==> src/hw/park_seq_regs.vh <==
// Purpose: Constants for the mirror array power sequencer and its register port.
// Assumes: 10 MHz clock (100 ns period).
// Notes:   Register offsets are byte addresses on a 32-bit Avalon-MM slave.
`ifndef PARK_SEQ_REGS_VH
`define PARK_SEQ_REGS_VH

`define CLK_PERIOD_NS        100
`define PARK_HOLD_US         500
`define CTRL_RST_HOLD_MS     50
`define SETTLE_US            1000
`define DISCHARGE_US         10000
`define PARK_HOLD_CYC        ((`PARK_HOLD_US * 1000 + `CLK_PERIOD_NS - 1) / `CLK_PERIOD_NS)
`define CTRL_RST_HOLD_CYC    ((`CTRL_RST_HOLD_MS * 1000000 + `CLK_PERIOD_NS - 1) / `CLK_PERIOD_NS)
`define SETTLE_CYC           ((`SETTLE_US * 1000 + `CLK_PERIOD_NS - 1) / `CLK_PERIOD_NS)
`define DISCHARGE_CYC        ((`DISCHARGE_US * 1000 + `CLK_PERIOD_NS - 1) / `CLK_PERIOD_NS)

`define ADDR_W               4
`define REG_CTRL             4'h0
`define REG_STATUS           4'h4
`define REG_FAULT            4'h8

`define CTRL_POWER_ON        0
`define CTRL_RESTART         1
`define CTRL_BIAS_FIRST      2

`define ST_OFF               4'h0
`define ST_CORE_UP           4'h1
`define ST_OFFSET_UP         4'h2
`define ST_BIAS_UP           4'h3
`define ST_RUN               4'h4
`define ST_PARK              4'h5
`define ST_BIAS_DN           4'h6
`define ST_OFFSET_DN         4'h7
`define ST_DISCHARGE         4'h8
`define ST_CORE_DN           4'h9
`define ST_RESTART           4'hA

`define FAULT_CORE_TMO       0
`define FAULT_DISCH_TMO      1
`define FAULT_POWER_LOSS     2

`endif

==> src/hw/avmm_regs.v <==
// Purpose: Avalon-MM slave holding the sequencer control, status and fault registers.
// Assumes: 32-bit data, one aligned word per register, byte enables honoured on writes.
// Notes:   Waitrequest is high in the request cycle and low one cycle later.
`timescale 1ns/10ps
`include "park_seq_regs.vh"
module avmm_regs (
	// Clock and reset
	input  wire                mclk_i,
	input  wire                sys_rst_i,
	// Avalon-MM slave
	input  wire [`ADDR_W-1:0]  avs_address_i,
	input  wire                avs_read_i,
	input  wire                avs_write_i,
	input  wire [31:0]         avs_writedata_i,
	input  wire [3:0]          avs_byteenable_i,
	output reg  [31:0]         avs_readdata_o,
	output reg                 avs_waitrequest_o,
	// Sequencer side
	output reg  [2:0]          ctrl_o,
	output reg                 restart_pulse_o,
	output reg                 fault_clr_o,
	output reg  [2:0]          fault_clr_bits_o,
	input  wire [3:0]          state_i,
	input  wire [7:0]          status_i,
	input  wire [2:0]          fault_i
);
	reg ack;
	wire req = (avs_read_i || avs_write_i) && !ack;

	always @(posedge mclk_i) begin
		if (sys_rst_i) begin
			ack               <= 1'b0;
			avs_waitrequest_o <= 1'b1;
			avs_readdata_o    <= 32'h0000_0000;
			ctrl_o            <= 3'h0;
			restart_pulse_o   <= 1'b0;
			fault_clr_o       <= 1'b0;
			fault_clr_bits_o  <= 3'h0;
		end else begin
			ack               <= req;
			avs_waitrequest_o <= !req;
			restart_pulse_o   <= 1'b0;
			fault_clr_o       <= 1'b0;
			if (req && avs_write_i && avs_byteenable_i[0]) begin
				case (avs_address_i)
					`REG_CTRL: begin
						ctrl_o[`CTRL_POWER_ON]   <= avs_writedata_i[`CTRL_POWER_ON];
						ctrl_o[`CTRL_BIAS_FIRST] <= avs_writedata_i[`CTRL_BIAS_FIRST];
						restart_pulse_o          <= avs_writedata_i[`CTRL_RESTART];
					end
					`REG_FAULT: begin
						fault_clr_o      <= 1'b1;
						fault_clr_bits_o <= avs_writedata_i[2:0];
					end
					default: begin
					end
				endcase
			end
			if (req && avs_read_i) begin
				case (avs_address_i)
					`REG_CTRL:   avs_readdata_o <= {29'h0, ctrl_o};
					`REG_STATUS: avs_readdata_o <= {20'h0, status_i, state_i};
					`REG_FAULT:  avs_readdata_o <= {29'h0, fault_i};
					default:     avs_readdata_o <= 32'h0000_0000;
				endcase
			end
		end
	end
endmodule // avmm_regs

==> src/hw/mirror_array_power_sequencer.v <==
// Purpose: Host-side power sequencer for a micromirror array and its digital controller.
// Assumes: 10 MHz clock; power-good and discharge inputs synchronous to it.
// Notes:   Software orders power on/off and restart through an Avalon-MM register block.
// How it works
// - Core and I/O supplies come up and report good before any high-voltage enable rises.
// - Bias may lead or trail offset on power-up, selected by a control bit.
// - The mirror-reset supply is enabled together with the later of bias and offset.
// - All single-ended controller inputs stay low until core and I/O are good.
// - A planned power-down asserts the park request for at least 500 us first.
// - On input power loss the park request rises at once and supplies stay on 500 us.
// - Restart after parking holds the controller reset low for 50 ms, then releases it.
// - Core and I/O stay on until all high-voltage rails report discharged; the code also moves on when the discharge timer expires.
// - On power-down offset may be removed while bias is still falling.
// - Discharged means bias and offset at most 4.0 V and reset in -4.0 V to 0.5 V.
// - Hardware power-down drives the power-down line low and drops rails only after parking.
// - Software power-down also drops the rails only after parking completes.
// - Offset leads bias on power-up and bias is removed before offset on power-down; the code lets a control bit put bias first on power-up.
//
// Our own choices: the address map and register access over Avalon-MM.
`timescale 1ns/10ps
`include "park_seq_regs.vh"
module mirror_array_power_sequencer #(
	parameter PARK_CYC      = `PARK_HOLD_CYC,
	parameter CTRL_RST_CYC  = `CTRL_RST_HOLD_CYC,
	parameter SETTLE_CYC    = `SETTLE_CYC,
	parameter DISCHARGE_CYC = `DISCHARGE_CYC,
	parameter TW            = 20
) (
	// Clock and reset
	input  wire               mclk_i,
	input  wire               sys_rst_i,
	// Avalon-MM slave
	input  wire [`ADDR_W-1:0] avs_address_i,
	input  wire               avs_read_i,
	input  wire               avs_write_i,
	input  wire [31:0]        avs_writedata_i,
	input  wire [3:0]         avs_byteenable_i,
	output wire [31:0]        avs_readdata_o,
	output wire               avs_waitrequest_o,
	// Supply monitors
	input  wire               core_good_i,
	input  wire               io_good_i,
	input  wire               hv_discharged_i,
	input  wire               input_power_lost_i,
	// Supply enables
	output reg                core_supply_en_o,
	output reg                io_supply_en_o,
	output reg                offset_en_o,
	output reg                bias_en_o,
	output reg                mirror_reset_en_o,
	// Controller pins
	output reg                mirror_park_request_o,
	output reg                controller_reset_n_o,
	output reg                hw_powerdown_n_o,
	output reg                cmos_inputs_enable_o
);
	wire [2:0] ctrl;
	wire       restart_pulse;
	wire       fault_clr;
	wire [2:0] fault_clr_bits;
	reg  [3:0] state;
	reg  [3:0] next_state;
	reg  [2:0] fault;
	reg        hw_down;
	reg        restart_pend;
	reg        tmr_load;
	reg  [TW-1:0] tmr_count;
	wire       tmr_done;
	wire       core_ok = core_good_i && io_good_i;
	wire [7:0] status = {3'h0, hw_down, restart_pend, core_ok, hv_discharged_i,
		mirror_park_request_o};

	avmm_regs u_regs (
		.mclk_i            (mclk_i),
		.sys_rst_i         (sys_rst_i),
		.avs_address_i     (avs_address_i),
		.avs_read_i        (avs_read_i),
		.avs_write_i       (avs_write_i),
		.avs_writedata_i   (avs_writedata_i),
		.avs_byteenable_i  (avs_byteenable_i),
		.avs_readdata_o    (avs_readdata_o),
		.avs_waitrequest_o (avs_waitrequest_o),
		.ctrl_o            (ctrl),
		.restart_pulse_o   (restart_pulse),
		.fault_clr_o       (fault_clr),
		.fault_clr_bits_o  (fault_clr_bits),
		.state_i           (state),
		.status_i          (status),
		.fault_i           (fault)
	);

	seq_timer #(.WIDTH(TW)) u_timer (
		.mclk_i    (mclk_i),
		.sys_rst_i (sys_rst_i),
		.load_i    (tmr_load),
		.count_i   (tmr_count),
		.done_o    (tmr_done)
	);

	// A power loss overrides software: it forces the park path from offset-up, bias-up and run; core-up goes straight to core-down.
	wire go_down = !ctrl[`CTRL_POWER_ON] || input_power_lost_i;

	// Core and I/O rails are up in every state but off and the restart hold.
	function core_rail_on;
		input [3:0] s;
		begin
			core_rail_on = (s != `ST_OFF) && (s != `ST_RESTART);
		end
	endfunction

	// Controller pins leave their low level only once the core rails have settled,
	// so a supply that never reports good keeps every pin low.
	function pins_free;
		input [3:0] s;
		input       good;
		begin
			pins_free = good && core_rail_on(s) && (s != `ST_CORE_UP);
		end
	endfunction

	// Sticky fault events; a clear in the same cycle loses to the event.
	wire [2:0] fault_event = {input_power_lost_i && state == `ST_RUN,
		state == `ST_DISCHARGE && tmr_done && !hv_discharged_i,
		state == `ST_CORE_UP && tmr_done && !core_ok && go_down};

	always @* begin
		next_state = state;
		tmr_load   = 1'b0;
		tmr_count  = {TW{1'b0}};
		case (state)
			`ST_OFF: begin
				if (ctrl[`CTRL_POWER_ON] && !input_power_lost_i) begin
					next_state = `ST_CORE_UP;
					tmr_load   = 1'b1;
					tmr_count  = SETTLE_CYC[TW-1:0];
				end
			end
			`ST_CORE_UP: begin
				if (go_down) begin
					next_state = `ST_CORE_DN;
				end else if (core_ok && tmr_done) begin
					next_state = `ST_OFFSET_UP;
					tmr_load   = 1'b1;
					tmr_count  = SETTLE_CYC[TW-1:0];
				end
			end
			`ST_OFFSET_UP: begin
				if (go_down) begin
					next_state = `ST_PARK;
					tmr_load   = 1'b1;
					tmr_count  = PARK_CYC[TW-1:0];
				end else if (tmr_done) begin
					next_state = `ST_BIAS_UP;
					tmr_load   = 1'b1;
					tmr_count  = SETTLE_CYC[TW-1:0];
				end
			end
			`ST_BIAS_UP: begin
				if (go_down) begin
					next_state = `ST_PARK;
					tmr_load   = 1'b1;
					tmr_count  = PARK_CYC[TW-1:0];
				end else if (tmr_done) begin
					next_state = `ST_RUN;
				end
			end
			`ST_RUN: begin
				if (go_down) begin
					next_state = `ST_PARK;
					tmr_load   = 1'b1;
					tmr_count  = PARK_CYC[TW-1:0];
				end
			end
			`ST_PARK: begin
				if (tmr_done) begin
					next_state = `ST_BIAS_DN;
					tmr_load   = 1'b1;
					tmr_count  = SETTLE_CYC[TW-1:0];
				end
			end
			`ST_BIAS_DN: begin
				if (tmr_done) begin
					next_state = `ST_OFFSET_DN;
				end
			end
			`ST_OFFSET_DN: begin
				next_state = `ST_DISCHARGE;
				tmr_load   = 1'b1;
				tmr_count  = DISCHARGE_CYC[TW-1:0];
			end
			`ST_DISCHARGE: begin
				if (hv_discharged_i || tmr_done) begin
					next_state = `ST_CORE_DN;
				end
			end
			`ST_CORE_DN: begin
				if (!ctrl[`CTRL_POWER_ON] || restart_pend) begin
					next_state = restart_pend ? `ST_RESTART : `ST_OFF;
					tmr_load   = 1'b1;
					tmr_count  = CTRL_RST_CYC[TW-1:0];
				end
			end
			`ST_RESTART: begin
				if (tmr_done) begin
					next_state = `ST_OFF;
				end
			end
			default: begin
				next_state = `ST_OFF;
			end
		endcase
	end

	always @(posedge mclk_i) begin
		if (sys_rst_i) begin
			state        <= `ST_OFF;
			fault        <= 3'h0;
			hw_down      <= 1'b0;
			restart_pend <= 1'b0;
		end else begin
			state <= next_state;
			fault <= (fault & ~(fault_clr ? fault_clr_bits : 3'h0)) | fault_event;
			if (restart_pulse && mirror_park_request_o) begin
				restart_pend <= 1'b1;
			end else if (next_state == `ST_RESTART) begin
				restart_pend <= 1'b0;
			end
			if (input_power_lost_i && state != `ST_OFF) begin
				hw_down <= 1'b1;
			end else if (next_state == `ST_OFF) begin
				hw_down <= 1'b0;
			end
		end
	end

	// Rail enables follow the state being entered, so each rail moves in the same
	// cycle as the step that owns it.
	always @(posedge mclk_i) begin
		if (sys_rst_i) begin
			core_supply_en_o  <= 1'b0;
			io_supply_en_o    <= 1'b0;
			offset_en_o       <= 1'b0;
			bias_en_o         <= 1'b0;
			mirror_reset_en_o <= 1'b0;
		end else begin
			core_supply_en_o <= core_rail_on(next_state);
			io_supply_en_o   <= core_rail_on(next_state);
			// Default order keeps offset ahead of bias; the control bit swaps them.
			if (next_state == `ST_OFFSET_UP) begin
				offset_en_o <= !ctrl[`CTRL_BIAS_FIRST];
				bias_en_o   <= ctrl[`CTRL_BIAS_FIRST];
			end else if (next_state == `ST_BIAS_UP) begin
				offset_en_o       <= 1'b1;
				bias_en_o         <= 1'b1;
				mirror_reset_en_o <= 1'b1;
			end else if (next_state == `ST_BIAS_DN) begin
				bias_en_o         <= 1'b0;
				mirror_reset_en_o <= 1'b0;
			end else if (next_state == `ST_DISCHARGE || next_state == `ST_OFFSET_DN) begin
				offset_en_o <= 1'b0;
				bias_en_o   <= 1'b0;
			end else if (next_state == `ST_CORE_DN || next_state == `ST_OFF) begin
				offset_en_o       <= 1'b0;
				bias_en_o         <= 1'b0;
				mirror_reset_en_o <= 1'b0;
			end
		end
	end

	always @(posedge mclk_i) begin
		if (sys_rst_i) begin
			mirror_park_request_o <= 1'b0;
			controller_reset_n_o  <= 1'b0;
			hw_powerdown_n_o      <= 1'b0;
			cmos_inputs_enable_o  <= 1'b0;
		end else begin
			// Park stays asserted from the first park cycle until the restart hold or the off state is entered.
			if (next_state == `ST_PARK) begin
				mirror_park_request_o <= 1'b1;
			end else if (next_state == `ST_RESTART || next_state == `ST_OFF) begin
				mirror_park_request_o <= 1'b0;
			end
			// Once a hardware power-down has begun the line stays low until off, even
			// if the input power comes back during the park span.
			hw_powerdown_n_o     <= !hw_down && pins_free(next_state, core_ok)
				&& !(next_state == `ST_PARK && input_power_lost_i);
			controller_reset_n_o <= pins_free(next_state, core_ok);
			cmos_inputs_enable_o <= pins_free(next_state, core_ok);
		end
	end
endmodule // mirror_array_power_sequencer

==> src/hw/seq_timer.v <==
// Purpose: Down-counting timer that reports expiry after a loaded number of cycles.
// Assumes: Load and count are exclusive; load wins.
// Notes:   Expiry stays high until the next load.
`timescale 1ns/10ps
module seq_timer #(
	parameter WIDTH = 20
) (
	// Clock and reset
	input  wire             mclk_i,
	input  wire             sys_rst_i,
	// Control
	input  wire             load_i,
	input  wire [WIDTH-1:0] count_i,
	output wire             done_o
);
	reg [WIDTH-1:0] remain;

	always @(posedge mclk_i) begin
		if (sys_rst_i) begin
			remain <= {WIDTH{1'b0}};
		end else if (load_i) begin
			remain <= count_i;
		end else if (remain != {WIDTH{1'b0}}) begin
			remain <= remain - {{(WIDTH-1){1'b0}}, 1'b1};
		end
	end

	// Expiry does not look at load: the sequencer builds load from this output, and a
	// path back through it would close a combinational loop.
	assign done_o = (remain == {WIDTH{1'b0}});
endmodule // seq_timer

==> config.mk <==
export PLATFORM = sky130hd
export DESIGN_NAME = mirror_array_power_sequencer
export DESIGN_NICKNAME = d
export VERILOG_FILES = /design/src/hw/avmm_regs.v /design/src/hw/mirror_array_power_sequencer.v /design/src/hw/seq_timer.v
export VERILOG_INCLUDE_DIRS = /design/src /design/src/hw
export SDC_FILE = /design/constraint.sdc
export NUM_CORES = 1
export LEC_CHECK = 0
export BUFFER_PORTS_ARGS = -buffer_cell sky130_fd_sc_hd__buf_2
export CAP_MARGIN = 20
export CORE_UTILIZATION = 56
export DETAILED_ROUTE_END_ITERATION = 10
export HOLD_SLACK_MARGIN = 0.03
export MAX_ROUTING_LAYER = met4
export PLACE_DENSITY = 0.93
export SLEW_MARGIN = 20
export SYNTH_ARGS = -nofsm -noshare
export SYNTH_HDL_FRONTEND = slang
export SYNTH_SLANG_ARGS = --single-unit
==> constraint.sdc <==
create_clock -name mclk_i -period 5.3 [get_ports mclk_i]
set_input_delay 1.06 -clock mclk_i [delete_from_list [all_inputs] [get_ports mclk_i]]
set_output_delay 1.06 -clock mclk_i [all_outputs]
set_load 0.01 [all_outputs]
---- Yosys cells after proc, flatten, opt, wreduce, memory -nomap -nowiden ----
Index checks and enable logic that the tools add are counted.
storage, ports and cells
  flip-flop bits (word level) ............. 77
  word-level logic and storage cells ...... 161
cells by class
  bitwise gates (word level) .............. 6
  mux-type cells .......................... 53
  reductions and logical operators ........ 58
  equality and inequality tests ........... 24
  $add $sub $neg .......................... 1
operators by type and width
  kind                                                 count
  one-hot mux 19 bit (7 select lines)                  1
  two-way mux 14 bit                                   5
  two-way mux 4 bit                                    14
  one-hot mux 4 bit (11 select lines)                  1
  two-way mux 20 bit                                   2
  == test 4 x 3 -> 1 bit (second input constant)       8
  == test 4 bit (second input constant)                7
  one-hot mux 9 bit (3 select lines)                   1
  two-way mux 1 bit                                    25
  logical AND 1 bit                                    21
  zero test 20 bit                                     1
  nonzero test 20 bit                                  1
  subtractor 20 x 1 -> 20 bit (second input constant)  1
  two-way mux 19 bit                                   1
  == test 4 x 2 -> 1 bit (second input constant)       4
  two-way mux 13 bit                                   1
  zero test 4 bit                                      3
  nonzero test 4 bit                                   3
  zero test 1 bit                                      9
  nonzero test 2 bit                                   4
  logical OR 1 bit                                     7
  one-hot mux 1 bit (7 select lines)                   1
  != test 3 bit (second input constant)                2
  AND reduction 2 bit                                  3
  13 further kinds                                     16

---- Logic depth before layout (Yosys ltp) ----
Gate-level depths: netlist of run 1.
  depth after elaboration ................. 12
  gate-level depth with buffers ........... 11

---- Hierarchy ----
A second synthesis of run 1 with hierarchy kept.
second synthesis, totals
  cells, all modules ...................... 385
  area total of the unflattened synthesis .. 3,328.2 sq um
modules (own cells, without submodules)
  module                        seq. area each (sq um)  times used  area each (sq um)  cells an instance
  mirror_array_power_sequencer  320.3                   1           1,191.1            154
  seq_timer                     400.4                   1           1,081.0            122
  avmm_regs                     420.4                   1           1,056.0            109

---- Least setup slack after synthesis of run 1 ----
Ideal clock, no wire load.
  path type ............................... input port to flip-flop
  start point ............................. input input_power_lost_i
  end point ............................... register mirror_reset_en_o
  stages .................................. 7
  setup time .............................. 0.117 ns
  buffers on the path ..................... 0
  required time ........................... 5.183 ns
  arrival ................................. 2.538 ns
  setup slack ............................. 2.645 ns
  cells stage by stage .................... nand2b_1 > or3_1 > a21oi_1 > a21o_1 > nand2_1 > mux2_1 > a32o_1
between the ends
  cells in the longest elaborated chain, start to end .. 8
  elaborated cells between the ends (all ways) .. 24
  those cells by class .................... eq/ne (7); mux (8); bitwise (1); reduce/logical (8)
RTL lines
  item                                                                         RTL line                            RTL
  from (decl)                                                                  mirror_array_power_sequencer.v:44   input wire input_power_lost_i,
  zero test 1 bit                                                              mirror_array_power_sequencer.v:132  if (ctrl[`CTRL_POWER_ON] && !input_power_lost_i) begin
  logical AND 1 bit                                                            mirror_array_power_sequencer.v:132
  two-way mux 4 bit                                                            mirror_array_power_sequencer.v:132
  one-hot mux 4 bit (11 select lines) *                                        mirror_array_power_sequencer.v:130  case (state)
  == test 4 bit (no source line) (tied with other cells)                       --
  logical OR 1 bit (no source line)                                            --
  != test 3 bit (no source line) / nonzero test 3 bit (equally long branches)  --
  AND reduction 3 bit (no source line)                                         --
  to (signal assigned)                                                         mirror_array_power_sequencer.v:244  mirror_reset_en_o <= 1'b0;
  to (signal assigned)                                                         mirror_array_power_sequencer.v:255  mirror_reset_en_o <= 1'b1;
  to (signal assigned)                                                         mirror_array_power_sequencer.v:258  mirror_reset_en_o <= 1'b0;
  to (decl)                                                                    mirror_array_power_sequencer.v:50   output reg mirror_reset_en_o,
Mark *: on every way between the ends. The rest lies on a longest branch, timed or not.
A chain may end at the register's enable or synchronous reset.

---- Worst setup path after layout of run 1 ----
  start point ............................. register u_timer.remain[8]
  end point ............................... register mirror_reset_en_o
between the ends
  cells in the longest elaborated chain, start to end .. 9
  elaborated cells between the ends (all ways) .. 29
  those cells by class .................... eq/ne (7); mux (13); bitwise (1); reduce/logical (8)
RTL lines
  item                                                                         RTL line                            RTL
  from (decl)                                                                  seq_timer.v:16                      reg [WIDTH-1:0] remain;
  from (signal assigned)                                                       seq_timer.v:20                      remain <= {WIDTH{1'b0}};
  from (signal assigned)                                                       seq_timer.v:22                      remain <= count_i;
  from (signal assigned)                                                       seq_timer.v:24                      remain <= remain - {{(WIDTH-1){1'b0}}, 1'b1};
  zero test 20 bit *                                                           seq_timer.v:30                      assign done_o = (remain == {WIDTH{1'b0}});
  logical AND 1 bit                                                            mirror_array_power_sequencer.v:141  end else if (core_ok && tmr_done) begin
  two-way mux 4 bit                                                            mirror_array_power_sequencer.v:141
  two-way mux 4 bit                                                            mirror_array_power_sequencer.v:139  if (go_down) begin
  one-hot mux 4 bit (11 select lines) *                                        mirror_array_power_sequencer.v:130
  == test 4 bit (no source line) (tied with other cells)                       --
  logical OR 1 bit (no source line)                                            --
  != test 3 bit (no source line) / nonzero test 3 bit (equally long branches)  --
  AND reduction 3 bit (no source line)                                         --
Marked as above.

==> metrics.yaml, run 1 <==
worst_setup_path:
  worstPathMaxFanout: 11
  r2r_cells: 7
  crit_path_end: "mirror_reset_en_o$_SDFFE_PP0P_"
  required_ps: 5510
  rr_startpoint: "u_timer.remain[8]$_SDFFE_PP0P_"
  start_kind: "register"
  r2r-end: "mirror_reset_en_o$_SDFFE_PP0P_"
  r2r_slack_ps: 2160
  crit_arrival_ps: 3350
  cp-startpoint: "u_timer.remain[8]$_SDFFE_PP0P_"
  path_class: "register to register"
  crit_path_end_kind: "register"
global_routing:
  grt_pass1_vias: 2479
  grt_pass1_wl_um: 11400
  track_usage_pct: 24.5
  antenna_found_initial: 0
  grt_max_degree: 46
  grt.overflow.total: 0
die:
  initial_core_util_pct: 59.5
  dieArea_um2: 5870
  core_um2: 5240
  die_w_um: 76.6
  ios: 90
  die_h_um: 76.6
  row_count: 26
synthesis:
  async_flop_share_pct: 0
  yosysTopAreaCell: "dfxtp_1"
  yosysUniqueCellTypes: 71
  ys_warn_count: 0
  ys_seq_elements: 54
  synth_flop_cell: "dfxtp_1"
  synth_area_um2: 3120
  synth.avg_cell_area_um2: 8.29
  postSynthCellCount: 376
  ys_seq_area_share_pct: 34.7
  yosys-top-cells-area: "dfxtp_1, buf_4, nor2_1"
  synth_edf_count: 0
  synth_top_area_share_pct: 34.7
clock_network:
  clockBufferDepth: 2
  clock_sinks: 54
  clk_latency_ps: 310
  clk_pin_slew_ps: 90
  postCtsSetupRepairBufs: 0
  cts_buffers: 5
  cts-root-buf: "clkbuf_8"
  cts_tree: "yes"
  holdBufCountCts: 0
  cts_resized: 0
  htreeDepth: 2
hold_path:
  hold_path_class: "register to register"
place:
  io_buffers: 34
  gp_congestion: 0.949
  place_area_um2: 3180
  hpwlAfterDp_um: 4910
route:
  ant_nets: 0
  drt_wl_total_um: 6890
  dr.pass1.iters: 5
  wl_per_cell_um: 14.8
  via_count: 2774
  drc: 0
  drt_iter0_drc: 291
  vias_per_cell: 5.95
pwr:
  max-vdd-ir-drop_uv: 269
  cellLeakagePower_nw: 1.37
  powerDensity_nw_per_um2: 476
sta:
  hold_violations: 0
  tightestPinTransition_ps: 1030
  slew_headroom_pct: 31.0
  hold_slack_ps: 465
  fin_setup_tns_ps: 0
  drv_slew: 0
  fin_skew_ps: 12.3
  finalSetupViolations: 0
  rsz0062_at_grt: "false"
  fmax_mhz: 318
  min_period_ps: 3140
  fin_crit_sh_pct: 59.3
finish:
  design_area_um2: 3280
  layout-drive-gt1-share_pct: 14.9
  area.growth.synth_to_final_pct: 5.42
  num-nets-final: 444
  fin_util_pct: 62.7
  layout_common_cells: "dfxtp_1, nor2_1, nand2_1, buf_2"
  n_antenna_cell: 0
  final_common_cell: "dfxtp_1"
run_status:
  outcome: "finished, final reports clean"
job:
  cap_violations: 0
worst min path at each step:
| stage | start | endpoint | slack [ps] | cells after the start |
|---|---|---|---|---|
| global route | fault[1]$_SDFF_PP0_ | fault[1]$_SDFF_PP0_ | 480 | 2 |
| finish | u_regs.restart_pulse_o$_SDFF_PP0_ | restart_pend$_SDFFE_PP0P_ | 460 | 2 |
| global placement | u_regs.restart_pulse_o$_SDFF_PP0_ | restart_pend$_SDFFE_PP0P_ | 440 | 2 |
| CTS | u_regs.restart_pulse_o$_SDFF_PP0_ | restart_pend$_SDFFE_PP0P_ | 460 | 2 |
| floorplan | u_regs.restart_pulse_o$_SDFF_PP0_ | restart_pend$_SDFFE_PP0P_ | 430 | 2 |
| detailed placement | u_regs.restart_pulse_o$_SDFF_PP0_ | restart_pend$_SDFFE_PP0P_ | 450 | 2 |
metal layers:
| metal | up-vias | part of all wire (%) | track usage, % |
|---|---|---|---|
| met5 | - | 0 | - |
| met4 | 0 | 1.8 | 7.88 |
| met3 | 15 | 7.1 | 4.19 |
| met2 | 128 | 47 | 40.4 |
| met1 | 1292 | 44 | 30.5 |
| li1 | 1339 | - | - |
stage by stage:
step	power [mW]	std cells	setup WS, ps
floorplan	1.15	398	2640
global placement	1.25	458	2230
detailed placement	1.28	458	2200
CTS	1.55	466	2240
global route	1.66	466	2030
finish	1.56	466	2160
flip-flops by register name, indices dropped and copies added (netlist names), 2 cells and up:
signal                   flops
fault                        3
state                        4
u_regs.avs_readdata_o        9
u_regs.ctrl_o                2
u_regs.fault_clr_bits_o      3
u_timer.remain              20
where the power goes:
group | leakage [nW] | switching, mW | internal [mW]
sequential | 0.439 | 0.0926 | 0.475
combinational | 0.883 | 0.437 | 0.292
clock | 0.0524 | 0.125 | 0.141
final cells by class:
class                   instances  area (um^2)
flip-flops and latches         54         1080
fillers                       438         1950
clock inverters                 1         30.0
clock buffers                   7         76.3
inverters                       8         30.0
repair buffers                 34          170
multi-input cells             292         1810
well taps                      70         87.6
logic make-up after synthesis:
| group | share of synthesized area (%) |
|---|---|
| adder cells (fa/ha/maj) | 0.402 |
| AND/OR/NAND/NOR | 28.6 |
| multiplexers | 3.98 |
| flip-flops | 34.7 |
| AO/OA/AOI/OAI | 19.0 |
| XOR/XNOR | 3.37 |
| buffers and inverters | 9.88 |
| other | 0.120 |
Yosys cell counts, types with 5 or more instances:
cell	instances
clkbuf_1	15
nand2b_1	9
a22oi_1	5
a211oi_1	6
inv_1	8
nor3_1	11
nor2_1	45
nor4_1	5
nor3b_1	5
mux2i_1	9
nand2_1	34
o21ai_0	9
o31ai_1	5
a21oi_1	23
dfxtp_1	54
xnor2_1	8
nand3_1	5
buf_4	26
worst max-delay path, stage by stage (launching register included):
cell     delay, ps
dfxtp_1        380
nor4_1         480
nand3_1        310
nor2_1         810
a21o_1         360
nand2_1        160
mux2_1         340
a32o_1         200
No activity file was read; power rests on OpenSTA's default activity.
==> run 2: changes to the inputs <==
Settings changed: CORE_UTILIZATION 56 to 47, PLACE_DENSITY 0.93 to 0.84.
Clock period 5.3 ns to 2.6 ns, I/O delays scaled along.
==> metrics.yaml, run 2 (synthesis results as in run 1) <==
route:
  via_count: 2942
  wl_per_cell_um: 15.6
  drt_wl_total_um: 7720
  dr.pass1.iters: 5
  drc: 0
  ant_nets: 0
  vias_per_cell: 5.93
  drt_iter0_drc: 226
die:
  ios: 90
  row_count: 29
  initial_core_util_pct: 48.8
  die_h_um: 83.4
  dieArea_um2: 6960
  die_w_um: 83.4
  core_um2: 6390
worst_setup_path:
  start_kind: "register"
  required_ps: 2800
  crit_arrival_ps: 2730
  path_class: "register to register"
  worstPathMaxFanout: 6
  r2r_cells: 10
  crit_path_end_kind: "register"
place:
  hpwlAfterDp_um: 5570
  dp_cells: 487
  io_buffers: 34
  gp_congestion: 0.957
  place_area_um2: 3350
pwr:
  max-vdd-ir-drop_uv: 492
  cellLeakagePower_nw: 1.49
  pwr-share-comb_pct: 52.9
  powerDensity_nw_per_um2: 997
  report.power.total_mw: 3.50
  seqPwrFrac_pct: 33.0
  clkPwrFrac_pct: 14.1
  switchingPower_mw: 1.52
  internal_power_mw: 1.98
  p_sw_share_pct: 43.4
global_routing:
  grt_pass1_wl_um: 12800
  grt_pass1_vias: 2771
  grt.overflow.total: 0
  grt_max_degree: 24
  antenna_found_initial: 0
  track_usage_pct: 22.9
finish:
  finalNonFillerCells: 496
  design_area_um2: 3510
  n_antenna_cell: 0
  final_common_cell: "dfxtp_1"
  layout-drive-gt1-share_pct: 22.2
  num-nets-final: 467
  reg_top3: "u_timer.remain (20), u_regs.avs_readdata_o (9), state (4)"
  top_register: "u_timer.remain"
  area.growth.synth_to_final_pct: 12.6
  layout_common_cells: "dfxtp_1, nor2_1, buf_2"
  largest_register_ffs: 20
sta:
  finalSetupViolations: 0
  drv_slew: 0
  slew_headroom_pct: 61.2
  tightestPinTransition_ps: 581
  fin_crit_sh_pct: 97.3
  hold_violations: 0
  min_period_ps: 2530
  fin_skew_ps: 6.84
  fmax_mhz: 395
clock_network:
  holdBufCountCts: 0
  clk_latency_ps: 310
  cts_tree: "yes"
  htreeDepth: 2
  clk_pin_slew_ps: 100
  cts-root-buf: "clkbuf_8"
  cts_buffers: 5
  clockBufferDepth: 2
  clock_sinks: 54
run_status:
  outcome: "finished, final reports clean"
hold_path:
  hold_path_class: "input port to register"
  hold_depth: 2
job:
  cap_violations: 0
==> run 2: metrics by stage <==
| step | util (%) | TNS, ps | worst slack (ps) | hold WS (ps) |
|---|---|---|---|---|
| floorplan | - | 0 | 205 | 431 |
| global placement | 52.5 | 0 | 22.1 | 440 |
| global route | 54.9 | -42.5 | -19.7 | 447 |
| detailed placement | 52.5 | -19.5 | -18.1 | 447 |
| finish | 54.9 | 0 | 70.4 | 440 |
| CTS | 54.1 | 0 | 66.9 | 436 |
==> run 2: final cells by class <==
type	count	area [um^2]
fillers	589	2880
inverters	8	30.0
repair buffers	57	343
well taps	77	96.3
clock inverters	3	25.0
flip-flops and latches	54	1080
multi-input cells	292	1860
clock buffers	5	68.8
==> run 2: per-layer routing <==
| layer | GRT usage, % | vias to the layer above | part of all wire [%] |
|---|---|---|---|
| met5 | - | - | 0 |
| met4 | 8.94 | 0 | 2.9 |
| met3 | 4.08 | 22 | 4.5 |
| met2 | 38.9 | 122 | 50 |
| met1 | 27.0 | 1406 | 43 |
| li1 | - | 1392 | - |
==> run 2: final timing paths <==
kind                                          to                           start  slack, ps
min          u_regs.avs_waitrequest_o$_SDFF_PP1_                      avs_read_i        440
max reg2reg               bias_en_o$_SDFFE_PP0P_  u_timer.remain[0]$_SDFFE_PP0P_         70
max                       bias_en_o$_SDFFE_PP0P_  u_timer.remain[0]$_SDFFE_PP0P_         70
min reg2reg                  fault[1]$_SDFF_PP0_             fault[1]$_SDFF_PP0_        460
==> run 2: timing repair <==
item / 4_1_cts / 5_1_grt
resized for setup: 2 / 9
buffers inserted: 0 / 1
pin swaps: 0 / 1
endpoints found under the setup margin: 2 / 6
==> run 2: critical path, cell delays in order (launching register included) <==
cell and delay (ps):
dfxtp_1 340, inv_1 90, ha_1 210, or3b_4 470, nor3_1 180, a21oi_1 100, o22ai_1 240, and2_2 260
buf_4 160, o22ai_1 70, a211o_1 310
==> run 2: power groups by stage <==
stage	clock (mW)	sequential, mW	combinational (mW)
5_1_grt	0.536	1.17	2.02
3_5_place_dp	0	1.15	1.69
3_3_place_gp	0	1.13	1.64
4_1_cts	0.503	1.13	1.72
2_1_floorplan	0	1.11	1.24
6_report	0.492	1.15	1.85
